### config.mk
export PLATFORM = sky130hd
export DESIGN_NAME = hic_host
export DESIGN_NICKNAME = d
export VERILOG_FILES = /design/src/verilog/hic_host.v /design/src/verilog/hic_pin_seq.v
export VERILOG_INCLUDE_DIRS = /design/src /design/src/verilog
export SDC_FILE = /design/constraint.sdc
export NUM_CORES = 1
export LEC_CHECK = 0
export BUFFER_PORTS_ARGS = -buffer_cell sky130_fd_sc_hd__buf_2
export CORE_MARGIN = 5
export CORE_UTILIZATION = 51
export CTS_BUF_LIST = sky130_fd_sc_hd__clkbuf_8 sky130_fd_sc_hd__clkbuf_16
export CTS_CLUSTER_DIAMETER = 80
export CTS_CLUSTER_SIZE = 12
export DETAILED_ROUTE_END_ITERATION = 6
export PLACE_DENSITY = 0.81
export SYNTH_ARGS = -nofsm -noshare
export SYNTH_HDL_FRONTEND = slang
export SYNTH_SLANG_ARGS = --single-unit
### constraint.sdc
create_clock -name aclk -period 2.5 [get_ports aclk]
set_input_delay 0.5 -clock aclk [delete_from_list [all_inputs] [get_ports aclk]]
set_output_delay 0.5 -clock aclk [all_outputs]
set_load 0.02 [all_outputs]
### src/verilog/hic_regs.vh
// Register map, field positions and timing figures of the interrupt host controller
`ifndef HIC_REGS_VH
`define HIC_REGS_VH
// Register offsets (byte addresses, one aligned word each)
`define HIC_OFF_CTRL 4'h0
`define HIC_OFF_CMD 4'h4
`define HIC_OFF_STATUS 4'h8
`define HIC_OFF_DATA 4'hC
// CTRL fields
`define HIC_CTRL_VECTOR 0
`define HIC_CTRL_POLL_MODE 1
`define HIC_CTRL_POLL_CLOSE 2
`define HIC_CTRL_RESET 3'h4
// CMD fields
`define HIC_CMD_BYTE_LSB 0
`define HIC_CMD_A0 8
`define HIC_CMD_OP_LSB 9
`define HIC_OP_WRITE 2'h0
`define HIC_OP_READ 2'h1
`define HIC_OP_POLL 2'h2
`define HIC_OP_ACK 2'h3
// STATUS fields
`define HIC_ST_BUSY 0
`define HIC_ST_INT 1
`define HIC_ST_PRESENT 2
`define HIC_ST_SPURIOUS 3
`define HIC_ST_LEVEL_LSB 4
`define HIC_ST_BYTE_LSB 8
// Poll byte layout and fixed command bytes
`define HIC_POLL_PRESENT_BIT 7
`define HIC_OPW3_POLL 8'h0C
`define HIC_OPW2_EOI 8'h20
`define HIC_LEVEL_SEVEN 3'h7
// Pin cycle kinds
`define HIC_KIND_WRITE 2'h0
`define HIC_KIND_READ 2'h1
`define HIC_KIND_ACK 2'h2
// Acknowledge pulses per cycle
`define HIC_ACKS_CALL 2'h3
`define HIC_ACKS_VECTOR 2'h2
// Timing figures
`define HIC_CLK_NS 20
`define HIC_STROBE_NS 160
`define HIC_RECOVER_NS 200
`define HIC_SYNC_CYC 2
`endif

### src/verilog/hic_host.v
// Host-side controller driving the interrupt controller pins, commanded over AXI4-Lite
// Functional notes
// - Host ends each polled service with END_OF_SERVICE_FLAG
// - Three acknowledge pulses call, two vector
// - Peripheral holds line past first acknowledge
// - Unused level seven served by return only; poll close still sends EOI after a polled level seven
//
// Our own choices: the AXI4-Lite register port and the register addresses.
`timescale 1ns/100ps
`include "hic_regs.vh"
module hic_host (
   input wire aclk,
   input wire aresetn,
   input wire [3:0] s_axi_awaddr,
   input wire s_axi_awvalid,
   output wire s_axi_awready,
   input wire [31:0] s_axi_wdata,
   input wire [3:0] s_axi_wstrb,
   input wire s_axi_wvalid,
   output wire s_axi_wready,
   output reg [1:0] s_axi_bresp,
   output reg s_axi_bvalid,
   input wire s_axi_bready,
   input wire [3:0] s_axi_araddr,
   input wire s_axi_arvalid,
   output wire s_axi_arready,
   output reg [31:0] s_axi_rdata,
   output reg [1:0] s_axi_rresp,
   output reg s_axi_rvalid,
   input wire s_axi_rready,
   input wire dev_int,
   input wire [7:0] dev_data_i,
   output wire [7:0] dev_data_o,
   output wire dev_data_oe,
   output wire dev_cs_n,
   output wire dev_a0,
   output wire dev_wr_n,
   output wire dev_rd_n,
   output wire ack_strobe_n
);
   localparam [5:0] M_IDLE = 6'h01;
   localparam [5:0] M_CMD = 6'h02;
   localparam [5:0] M_POLL_WR = 6'h04;
   localparam [5:0] M_POLL_RD = 6'h08;
   localparam [5:0] M_EOI = 6'h10;
   localparam [5:0] M_ACK = 6'h20;

   reg [2:0] ctrl_reg;
   reg [5:0] state_reg;
   reg [10:0] cmd_reg;
   reg cmd_go_reg;
   reg seq_start_reg;
   reg [1:0] seq_kind_reg;
   reg seq_a0_reg;
   reg [7:0] seq_byte_reg;
   reg poll_present_reg;
   reg poll_spurious_reg;
   reg [2:0] poll_level_reg;
   reg [7:0] last_byte_reg;
   reg [23:0] ack_bytes_reg;
   reg [1:0] ack_idx_reg;
   reg int_meta_reg;
   reg int_sync_reg;
   reg [31:0] rd_word;
   reg rd_hit;
   wire seq_done;
   wire [7:0] seq_rbyte;
   wire busy;
   wire wr_hs;
   wire rd_hs;
   wire cmd_hit;
   wire [1:0] ack_last;

   assign busy = (state_reg != M_IDLE) | cmd_go_reg;
   // One write and one read at a time: take a new one only when the answer has gone
   assign wr_hs = s_axi_awvalid & s_axi_wvalid & ~s_axi_bvalid;
   assign s_axi_awready = wr_hs;
   assign s_axi_wready = wr_hs;
   assign rd_hs = s_axi_arvalid & ~s_axi_rvalid;
   assign s_axi_arready = rd_hs;
   assign cmd_hit = (s_axi_awaddr[3:2] == `HIC_OFF_CMD >> 2) & (s_axi_wstrb[1:0] == 2'h3);
   assign ack_last = ctrl_reg[`HIC_CTRL_VECTOR] ? `HIC_ACKS_VECTOR - 2'h1 : `HIC_ACKS_CALL - 2'h1;

   // Interrupt pin is asynchronous to aclk
   always @(posedge aclk) begin
      int_meta_reg <= dev_int;
      int_sync_reg <= int_meta_reg;
   end

   // Register writes; a command while busy is refused with SLVERR and dropped
   always @(posedge aclk) begin
      if (!aresetn) begin
         ctrl_reg <= `HIC_CTRL_RESET;
         cmd_reg <= 11'h000;
         cmd_go_reg <= 1'b0;
         s_axi_bvalid <= 1'b0;
         s_axi_bresp <= 2'h0;
      end else begin
         if (state_reg == M_IDLE) begin
            cmd_go_reg <= 1'b0;
         end
         if (s_axi_bvalid & s_axi_bready) begin
            s_axi_bvalid <= 1'b0;
         end
         if (wr_hs) begin
            s_axi_bvalid <= 1'b1;
            s_axi_bresp <= 2'h0;
            if (s_axi_awaddr[3:2] == `HIC_OFF_CTRL >> 2) begin
               if (s_axi_wstrb[0]) begin
                  ctrl_reg <= s_axi_wdata[2:0];
               end
            end else if (s_axi_awaddr[3:2] == `HIC_OFF_CMD >> 2) begin
               if (busy) begin
                  s_axi_bresp <= 2'h2;
               end else if (cmd_hit) begin
                  cmd_reg <= s_axi_wdata[10:0];
                  cmd_go_reg <= 1'b1;
               end
            end else if (s_axi_awaddr[3:2] != `HIC_OFF_STATUS >> 2 && s_axi_awaddr[3:2] != `HIC_OFF_DATA >> 2) begin
               s_axi_bresp <= 2'h2;
            end
         end
      end
   end

   // Read mux
   always @* begin
      rd_word = 32'h0000_0000;
      rd_hit = 1'b1;
      case (s_axi_araddr[3:2])
         2'h0: rd_word[2:0] = ctrl_reg;
         2'h1: rd_word[10:0] = cmd_reg;
         2'h2: begin
            rd_word[`HIC_ST_BUSY] = busy;
            rd_word[`HIC_ST_INT] = int_sync_reg & ~ctrl_reg[`HIC_CTRL_POLL_MODE];
            rd_word[`HIC_ST_PRESENT] = poll_present_reg;
            rd_word[`HIC_ST_SPURIOUS] = poll_spurious_reg;
            rd_word[`HIC_ST_LEVEL_LSB +: 3] = poll_level_reg;
            rd_word[`HIC_ST_BYTE_LSB +: 8] = last_byte_reg;
         end
         2'h3: rd_word[23:0] = ack_bytes_reg;
         default: rd_hit = 1'b0;
      endcase
   end

   // Read answer one cycle after the address is taken
   always @(posedge aclk) begin
      if (!aresetn) begin
         s_axi_rvalid <= 1'b0;
         s_axi_rdata <= 32'h0000_0000;
         s_axi_rresp <= 2'h0;
      end else if (rd_hs) begin
         s_axi_rvalid <= 1'b1;
         s_axi_rdata <= rd_word;
         s_axi_rresp <= rd_hit ? 2'h0 : 2'h2;
      end else if (s_axi_rready) begin
         s_axi_rvalid <= 1'b0;
      end
   end

   // Sequence of pin cycles for each command
   always @(posedge aclk) begin
      if (!aresetn) begin
         state_reg <= M_IDLE;
         seq_start_reg <= 1'b0;
         seq_kind_reg <= `HIC_KIND_WRITE;
         seq_a0_reg <= 1'b0;
         seq_byte_reg <= 8'h00;
         poll_present_reg <= 1'b0;
         poll_spurious_reg <= 1'b0;
         poll_level_reg <= 3'h0;
         last_byte_reg <= 8'h00;
         ack_bytes_reg <= 24'h000000;
         ack_idx_reg <= 2'h0;
      end else begin
         seq_start_reg <= 1'b0;
         case (state_reg)
            M_IDLE: begin
               if (cmd_go_reg) begin
                  seq_start_reg <= 1'b1;
                  seq_a0_reg <= cmd_reg[`HIC_CMD_A0];
                  seq_byte_reg <= cmd_reg[`HIC_CMD_BYTE_LSB +: 8];
                  ack_idx_reg <= 2'h0;
                  case (cmd_reg[`HIC_CMD_OP_LSB +: 2])
                     `HIC_OP_WRITE: begin
                        seq_kind_reg <= `HIC_KIND_WRITE;
                        state_reg <= M_CMD;
                     end
                     `HIC_OP_READ: begin
                        seq_kind_reg <= `HIC_KIND_READ;
                        state_reg <= M_CMD;
                     end
                     `HIC_OP_POLL: begin
                        // Poll word goes to the third op word address
                        seq_kind_reg <= `HIC_KIND_WRITE;
                        seq_a0_reg <= 1'b0;
                        seq_byte_reg <= `HIC_OPW3_POLL;
                        state_reg <= M_POLL_WR;
                     end
                     default: begin
                        seq_kind_reg <= `HIC_KIND_ACK;
                        ack_bytes_reg <= 24'h000000;
                        state_reg <= M_ACK;
                     end
                  endcase
               end
            end
            M_CMD: begin
               if (seq_done) begin
                  if (seq_kind_reg == `HIC_KIND_READ) begin
                     last_byte_reg <= seq_rbyte;
                  end
                  state_reg <= M_IDLE;
               end
            end
            M_POLL_WR: begin
               // Read follows at once so the frozen window stays short
               if (seq_done) begin
                  seq_start_reg <= 1'b1;
                  seq_kind_reg <= `HIC_KIND_READ;
                  seq_a0_reg <= 1'b0;
                  state_reg <= M_POLL_RD;
               end
            end
            M_POLL_RD: begin
               if (seq_done) begin
                  last_byte_reg <= seq_rbyte;
                  poll_present_reg <= seq_rbyte[`HIC_POLL_PRESENT_BIT];
                  poll_level_reg <= seq_rbyte[2:0];
                  // Level seven may be the default report; software checks in-service
                  poll_spurious_reg <= seq_rbyte[`HIC_POLL_PRESENT_BIT] & (seq_rbyte[2:0] == `HIC_LEVEL_SEVEN);
                  if (seq_rbyte[`HIC_POLL_PRESENT_BIT] & ctrl_reg[`HIC_CTRL_POLL_CLOSE]) begin
                     seq_start_reg <= 1'b1;
                     seq_kind_reg <= `HIC_KIND_WRITE;
                     seq_a0_reg <= 1'b0;
                     seq_byte_reg <= `HIC_OPW2_EOI;
                     state_reg <= M_EOI;
                  end else begin
                     state_reg <= M_IDLE;
                  end
               end
            end
            M_EOI: begin
               if (seq_done) begin
                  state_reg <= M_IDLE;
               end
            end
            M_ACK: begin
               if (seq_done) begin
                  ack_bytes_reg[{ack_idx_reg, 3'h0} +: 8] <= seq_rbyte;
                  last_byte_reg <= seq_rbyte;
                  if (ack_idx_reg == ack_last) begin
                     state_reg <= M_IDLE;
                  end else begin
                     ack_idx_reg <= ack_idx_reg + 2'h1;
                     seq_start_reg <= 1'b1;
                  end
               end
            end
            default: begin
               state_reg <= M_IDLE;
            end
         endcase
      end
   end

   hic_pin_seq u_seq (
      .aclk(aclk),
      .aresetn(aresetn),
      .start(seq_start_reg),
      .kind(seq_kind_reg),
      .a0(seq_a0_reg),
      .wbyte(seq_byte_reg),
      .dev_data_i(dev_data_i),
      .dev_data_o(dev_data_o),
      .dev_data_oe(dev_data_oe),
      .dev_cs_n(dev_cs_n),
      .dev_a0(dev_a0),
      .dev_wr_n(dev_wr_n),
      .dev_rd_n(dev_rd_n),
      .ack_strobe_n(ack_strobe_n),
      .done(seq_done),
      .rbyte_reg(seq_rbyte)
   );
endmodule

### src/verilog/hic_pin_seq.v
// One strobe cycle on the device pins: write, register read or acknowledge pulse
`timescale 1ns/100ps
`include "hic_regs.vh"
module hic_pin_seq (
   input wire aclk,
   input wire aresetn,
   input wire start,
   input wire [1:0] kind,
   input wire a0,
   input wire [7:0] wbyte,
   input wire [7:0] dev_data_i,
   output reg [7:0] dev_data_o,
   output reg dev_data_oe,
   output reg dev_cs_n,
   output reg dev_a0,
   output reg dev_wr_n,
   output reg dev_rd_n,
   output reg ack_strobe_n,
   output reg done,
   output reg [7:0] rbyte_reg
);
   // Least times round up; the low time also covers the data synchroniser delay
   localparam LOW_CYC = (`HIC_STROBE_NS + `HIC_CLK_NS - 1) / `HIC_CLK_NS + `HIC_SYNC_CYC;
   localparam REC_CYC = (`HIC_RECOVER_NS + `HIC_CLK_NS - 1) / `HIC_CLK_NS;
   localparam [3:0] S_IDLE = 4'h1;
   localparam [3:0] S_SET = 4'h2;
   localparam [3:0] S_LOW = 4'h4;
   localparam [3:0] S_REC = 4'h8;

   reg [3:0] state_reg;
   reg [4:0] cnt_reg;
   reg [1:0] kind_reg;
   reg [7:0] data_meta_reg;
   reg [7:0] data_sync_reg;

   // Data bus comes from another chip, two flops before use
   always @(posedge aclk) begin
      data_meta_reg <= dev_data_i;
      data_sync_reg <= data_meta_reg;
   end

   // Strobe sequencer; every pin is registered so no glitch reaches the device
   // Select, address and data lead each write or read strobe by a cycle and trail it by one, never moving on a strobe edge; acknowledge runs with select high
   always @(posedge aclk) begin
      if (!aresetn) begin
         state_reg <= S_IDLE;
         cnt_reg <= 5'h00;
         kind_reg <= 2'h0;
         dev_data_o <= 8'h00;
         dev_data_oe <= 1'b0;
         dev_cs_n <= 1'b1;
         dev_a0 <= 1'b0;
         dev_wr_n <= 1'b1;
         dev_rd_n <= 1'b1;
         ack_strobe_n <= 1'b1;
         done <= 1'b0;
         rbyte_reg <= 8'h00;
      end else begin
         done <= 1'b0;
         case (state_reg)
            S_IDLE: begin
               if (start) begin
                  kind_reg <= kind;
                  cnt_reg <= 5'h00;
                  dev_a0 <= a0;
                  dev_data_o <= wbyte;
                  dev_data_oe <= (kind == `HIC_KIND_WRITE);
                  dev_cs_n <= (kind == `HIC_KIND_ACK);
                  state_reg <= S_SET;
               end
            end
            S_SET: begin
               // Setup cycle done, now the strobe of this kind falls
               dev_wr_n <= ~(kind_reg == `HIC_KIND_WRITE);
               dev_rd_n <= ~(kind_reg == `HIC_KIND_READ);
               ack_strobe_n <= ~(kind_reg == `HIC_KIND_ACK);
               state_reg <= S_LOW;
            end
            S_LOW: begin
               if (cnt_reg == LOW_CYC[4:0] - 5'h01) begin
                  // Sample just before the rising edge, data are settled by then
                  if (kind_reg != `HIC_KIND_WRITE) begin
                     rbyte_reg <= data_sync_reg;
                  end
                  dev_wr_n <= 1'b1;
                  dev_rd_n <= 1'b1;
                  ack_strobe_n <= 1'b1;
                  cnt_reg <= 5'h00;
                  state_reg <= S_REC;
               end else begin
                  cnt_reg <= cnt_reg + 5'h01;
               end
            end
            S_REC: begin
               // Recovery before any next strobe of any kind; select and data let go one cycle in
               dev_cs_n <= 1'b1;
               dev_data_oe <= 1'b0;
               if (cnt_reg == REC_CYC[4:0] - 5'h01) begin
                  done <= 1'b1;
                  state_reg <= S_IDLE;
               end else begin
                  cnt_reg <= cnt_reg + 5'h01;
               end
            end
            default: begin
               state_reg <= S_IDLE;
            end
         endcase
      end
   end
endmodule

Word level (Yosys, flattened, before mapping)
Cells that the tools add are included.
{ "totals": {"reg_bits": 152, "output_inout_bits": 55, "word_cells": 220} }
{ "op_classes": {"n_addsub": 3, "n_eq_ne": 43, "shifts": 2, "mux": 84, "bitwise": 17, "n_reduce_logical": 37} }
{ "op_table": {"columns": ["operator", "count"], "rows": [
  ["$mux 24", 3],
  ["$mux 8", 8],
  ["$pmux 24 s2", 1],
  ["$mux 6", 6],
  ["$pmux 8 s2", 2],
  ["$pmux 6 s5", 1],
  ["$mux 1", 25],
  ["$bwmux 24", 1],
  ["$mux 2", 12],
  ["$shift 8x7->24 const A", 1],
  ["$shiftx 8x7->24", 1],
  ["$mux 5", 4],
  ["$ne 2x2->1 const B", 10],
  ["$ne 2x1->1 const B", 8],
  ["$pmux 4 s4", 1],
  ["$reduce_and 4->1", 4],
  ["$reduce_bool 2->1", 8],
  ["$pmux 5 s3", 1],
  ["$eq 2x2->1 const B", 6],
  ["$mux 4", 3],
  ["$pmux 1 s2", 6],
  ["$pmux 3 s4", 1],
  ["$pmux 4 s3", 1],
  ["$pmux 6 s2", 1],
  ["36 further kinds", 71]
]} }

Logic depth before layout (Yosys ltp)
{ "logic_depth": {"depth_word": 7, "depth_mapped": 7, "ltp_nobuf": 7} }

Cells and area by module
A second synthesis with hierarchy kept.
{ "hier_totals": {"hier_cells": 648, "area_unflattened_um2": 6170.9} }
{ "by_module_without_submodules": {"columns": ["module", "n_inst", "cells_per_inst", "area_per_inst_um2", "seq_area_each_um2"], "rows": [
  ["hic_host", 1, 475, 4414.2, 2021.9],
  ["hic_pin_seq", 1, 173, 1756.7, 1001.0]
]} }

Worst setup path before layout
OpenSTA, ideal clock, no wires.
{ "synth_timing": {"path_type": "register to register", "startpoint": "register state_reg[1]", "endpoint": "register s_axi_rdata[0]", "t_arrival_ns": 1.827, "required_time_ns": 2.372, "slack_ns": 0.545, "path_stages_with_launch": 7, "n_path_buf": 1, "path_cell_list": "dfxtp_1 clkbuf_2 nor4_4 nand3b_1 mux4_1 mux2i_1 nor2_1"} }
{ "synth_between": {"elab_chain_len": 3} }
{ "synth_lines": {"columns": ["item", "line", "rtl"], "rows": [
  ["from (decl)", "hic_host.v:49", "reg [5:0] state_reg;"],
  ["from (signal assigned)", "hic_host.v:164", "state_reg <= M_IDLE;"],
  ["from (signal assigned)", "hic_host.v:187", "state_reg <= M_CMD;"],
  ["from (signal assigned)", "hic_host.v:191", "state_reg <= M_CMD;"],
  ["$ne 6x1->1", "hic_host.v:74", "assign busy = (state_reg != M_IDLE) | cmd_go_reg;"],
  ["$or 1x1->1", "hic_host.v:74", null],
  ["$pmux 3 s4", "hic_host.v:130", "case (s_axi_araddr[3:2])"],
  ["to (signal assigned)", "hic_host.v:154", "s_axi_rdata <= rd_word;"],
  ["to (decl)", "hic_host.v:27", "output reg [31:0] s_axi_rdata,"]
]} }
No other way between the ends.
A chain may end at the register's enable or synchronous reset.

Worst setup path after layout
{ "layout_timing": {"startpoint": "register state_reg[1]", "endpoint": "register ack_bytes_reg[15]"} }
{ "layout_between": {"elab_chain_len": 3, "elab_cells_between_ends": 8, "classes_between": "5 x eq/ne; 1 x mux; 2 x reduce/logical"} }
{ "layout_lines": {"columns": ["item", "line", "rtl"], "rows": [
  ["$eq 6x1->1 / $eq 6x6->1 (equally long branches)", "hic_host.v:177", "case (state_reg)"],
  ["$ne 2x2->1 (no line) (tied with other cells)", null, null],
  ["$reduce_and 4->1 (no line)", null, null],
  ["to (signal, indexed assignment)", "hic_host.v:250", "ack_bytes_reg[{ack_idx_reg, 3'h0} +: 8] <= seq_rbyte;"],
  ["to (decl)", "hic_host.v:60", "reg [23:0] ack_bytes_reg;"]
]} }
Parallel ways exist; a longest one is shown, timed or not.

==> flow_metrics.py <==
metrics = {
    "run_status": {
        "outcome": "complete, no violations",
    },
    "power": {
        "comb_power_share_pct": 8.0,
        "total_power_mw": 5.52,
        "powerDensity_nw_per_um2": 772,
        "p_sw_mw": 1.33,
        "clkPwrFrac_pct": 46.6,
        "ir_worst_vdd_mv": 0.505,
        "power_frac_seq_pct": 45.3,
        "netSwitchingFraction_pct": 24.0,
        "internal-power_mw": 4.19,
        "p_leak_nw": 2.82,
    },
    "cells_and_area": {
        "multi_input_area_um2": 2830,
        "fill_cells": 967,
        "fin_nets": 813,
        "regArea_um2": 3020,
        "final_design_area_no_fill_um2": 7150,
        "stdcell_count": 905,
        "drive_above_1_share_pct": 19.3,
        "n_antenna_cell": 0,
        "areaGrowthSynthToFinish_pct": 16.7,
    },
    "timing": {
        "fin_crit_ns": 2.17,
        "hold_violations": 0,
        "slew_headroom_pct": 55.4,
        "finalClockSkew_ns": 0.0124,
        "setup_ws_ns": 0.330,
        "max_clock_freq_mhz": 461,
        "rsz0062_at_grt": "no",
        "fin_crit_sh_pct": 86.8,
        "fin_setup_tns_ns": 0,
        "tightest_slew_ns": 0.669,
        "finalSetupViolCount": 0,
        "slew_viol_final": 0,
    },
    "flow_run": {
        "maxCapViolations": 0,
    },
    "grt": {
        "grt_pass1_wl_mm": 24.1,
        "grt_max_degree": 42,
        "grt_usage_pct": 21.0,
        "grt_antenna_before_repair": 0,
        "grt_pass1_vias": 4891,
        "overflow": 0,
    },
    "route": {
        "wire_per_inst_um": 16.6,
        "drc": 0,
        "drtPass1Iterations": 5,
        "drt-initial-drc-count": 485,
        "ant_nets": 0,
        "vias_per_cell": 5.73,
        "wl_mm": 15.0,
        "vias": 5189,
    },
    "placement": {
        "post-place-ws_ns": 0.362,
        "dp_cells": 875,
        "dp_hpwl_mm": 10.4,
        "portBuffers": 76,
        "placed_cell_area_um2": 6550,
        "gp_congestion": 0.872,
    },
    "floorplan": {
        "die_x_um": 120,
        "start_util_pct": 51.4,
        "num_rows": 40,
        "dieArea_um2": 14300,
        "die_h_um": 120,
        "boundaryPins": 115,
        "coreArea_um2": 11900,
    },
    "synth": {
        "synth_top_flop_cell": "dfxtp_1",
        "ys_ff_latch": 151,
        "synth_edf_count": 0,
        "yosys_warnings": 0,
        "ys_async_sr_fraction_pct": 0,
        "synthCells": 682,
        "yosysUniqueCellTypes": 64,
        "synth_area_um2": 6130,
        "synth_seq_area_share_pct": 49.3,
        "synth_area_per_cell_um2": 8.98,
    },
    "clock_network": {
        "clock_path_buffers": 2,
        "cts_tree": "done",
        "post_cts_buffers": 0,
        "clk_pin_slew_ns": 0.07,
        "cts_root_buf": "clkbuf_16",
        "clock_latency_ns": 0.43,
        "holdBufCountCts": 0,
        "cts_buffers": 17,
        "cts-htree-levels": 4,
        "ctsResizeCount": 0,
        "cts.sinks": 151,
    },
    "worst_setup_path": {
        "crit_arrival_ns": 2.45,
        "worstReg2RegStart": "state_reg[1]$_SDFFE_PN0P_",
        "reg2reg_depth": 6,
        "worst_ep_required_time_ns": 2.78,
        "worst_setup_path_end_kind": "flop",
        "ff2ff_setup_slack_ns": 0.33,
        "start_kind": "flop",
        "crit_fanout": 16,
        "r2r_end": "ack_bytes_reg[15]$_SDFFE_PN0P_",
        "worst-setup-path-type": "reg -> reg",
    },
    "worst_hold_path": {
        "whs_endpoint": "int_meta_reg$_DFF_P_",
        "min-delay-start": "dev_int",
        "hold_depth": 1,
        "hp-class": "in -> reg",
    },
}
stage by stage:
stage,hold slack [ns],util [%]
floorplan,0.310,-
global placement,0.314,55.0
detailed placement,0.312,55.0
CTS,0.157,60.0
global route,0.152,60.0
finish,0.171,60.0
cell usage after synthesis (4+ instances only):
cell type	number	area, µm²
nand4_1	8	50.1
and2_1	4	25.0
clkbuf_1	32	120
dfxtp_1	151	3020
a22oi_1	22	165
nand2_1	105	394
mux2_2	14	158
nor3_1	17	85.1
nor2_1	60	225
a221oi_1	7	61.3
o211ai_1	8	60.1
and3_1	5	31.3
mux2i_1	23	230
o21ai_0	20	100
or3_1	4	25.0
a21oi_1	52	260
buf_4	12	90.1
nand3_1	32	160
nand4b_1	4	35.0
o21ai_1	8	40.0
inv_1	9	33.8
xor2_1	5	43.8
nand2b_1	7	43.8
ha_1	6	75.1
nor2b_1	9	56.3
nand3b_1	6	45.0
critical path: stages, from the launching register on:
cell	delay (ns)
dfxtp_1	0.39
nor4_4	0.34
buf_4	0.21
nand3_1	0.24
o32a_1	0.56
nand3_1	0.15
o21ai_0	0.13
placed cells by master, fill, tap and decap left out, types with 3 or more instances in the layout:
master     netlist  layout
nor2b_1          9       9
clkbuf_16        0      17
a22oi_1         22      22
nor2_1          60      60
nor3_1          17      17
nand3b_1         6       6
and3_1           5       5
a221oi_1         7       7
a21oi_1         52      52
mux2i_1         23      23
nand4_1          8       8
nand2_1        105     105
inv_1            9       9
buf_4           12      13
o211ai_1         8       8
mux2_2          14      14
o21ai_1          8       8
dfxtp_1        151     151
clkinv_4         0       4
ha_1             6       6
buf_2            2      76
xor2_1           5       5
nor3b_1          3       3
bufinv_16        0       3
nand3_1         32      32
nand4b_1         4       4
conb_1           1      11
nand2b_1         7       7
or3_1            4       4
and2_1           4       4
o21ai_0         20      20
how the worst max path moves through the flow:
stage	startpoint	endpoint	slack (ns)
3_3_place_gp	state_reg[2]$_SDFFE_PN0P_	last_byte_reg[2]$_SDFFE_PN0P_	0.46
2_1_floorplan	state_reg[1]$_SDFFE_PN0P_	s_axi_rdata[0]$_SDFFE_PN0P_	0.55
6_report	state_reg[1]$_SDFFE_PN0P_	ack_bytes_reg[15]$_SDFFE_PN0P_	0.33
5_1_grt	u_seq.state_reg[0]$_SDFFE_PN1P_	u_seq.dev_cs_n$_SDFFE_PN1P_	0.16
4_1_cts	state_reg[2]$_SDFFE_PN0P_	last_byte_reg[4]$_SDFFE_PN0P_	0.36
3_5_place_dp	state_reg[2]$_SDFFE_PN0P_	last_byte_reg[3]$_SDFFE_PN0P_	0.36
power by group through the flow:
stage | registers (mW) | logic, mW | clock network, mW
final | 2.50 | 0.444 | 2.57
after global routing | 2.51 | 0.487 | 2.71
after CTS | 2.50 | 0.440 | 2.61
after detailed placement | 2.55 | 0.437 | 0
after global placement | 2.55 | 0.423 | 0
after floorplan | 2.55 | 0.321 | 0
metal layers:
metal  vias to the layer above  wire length (µm)  part of all wire (%)  GRT usage (%)
met3                        24               969                   6.5           5.09
met2                       200              7470                    50           35.8
li1                       2501                 -                     -              -
met4                         0               240                   1.6           7.87
met1                      2464              6300                    42           25.8
met5                         -                 0                     0              0
kinds of logic (layout without fill, tap and decap cells):
group	after synthesis	count (layout)	synth area share [%]
simple gates	282	282	22.4
flops	151	151	49.3
compound gates	135	135	14.0
buf+inv	62	128	5.00
mux	39	39	7.13
fa+ha+maj	6	6	1.23
xor+xnor	6	6	0.858
other cells	1	11	0.0612
final cells by class:
class,count,share of cell area [%]
Clock buffer,18,6.14
Timing Repair Buffer,89,6.69
Clock inverter,12,2.17
Tap cell,147,2.57
Inverter,9,0.473
Multi-Input combinational cell,479,39.7
Sequential cell,151,42.3
Note: power is estimated with default switching activity, not from simulation.
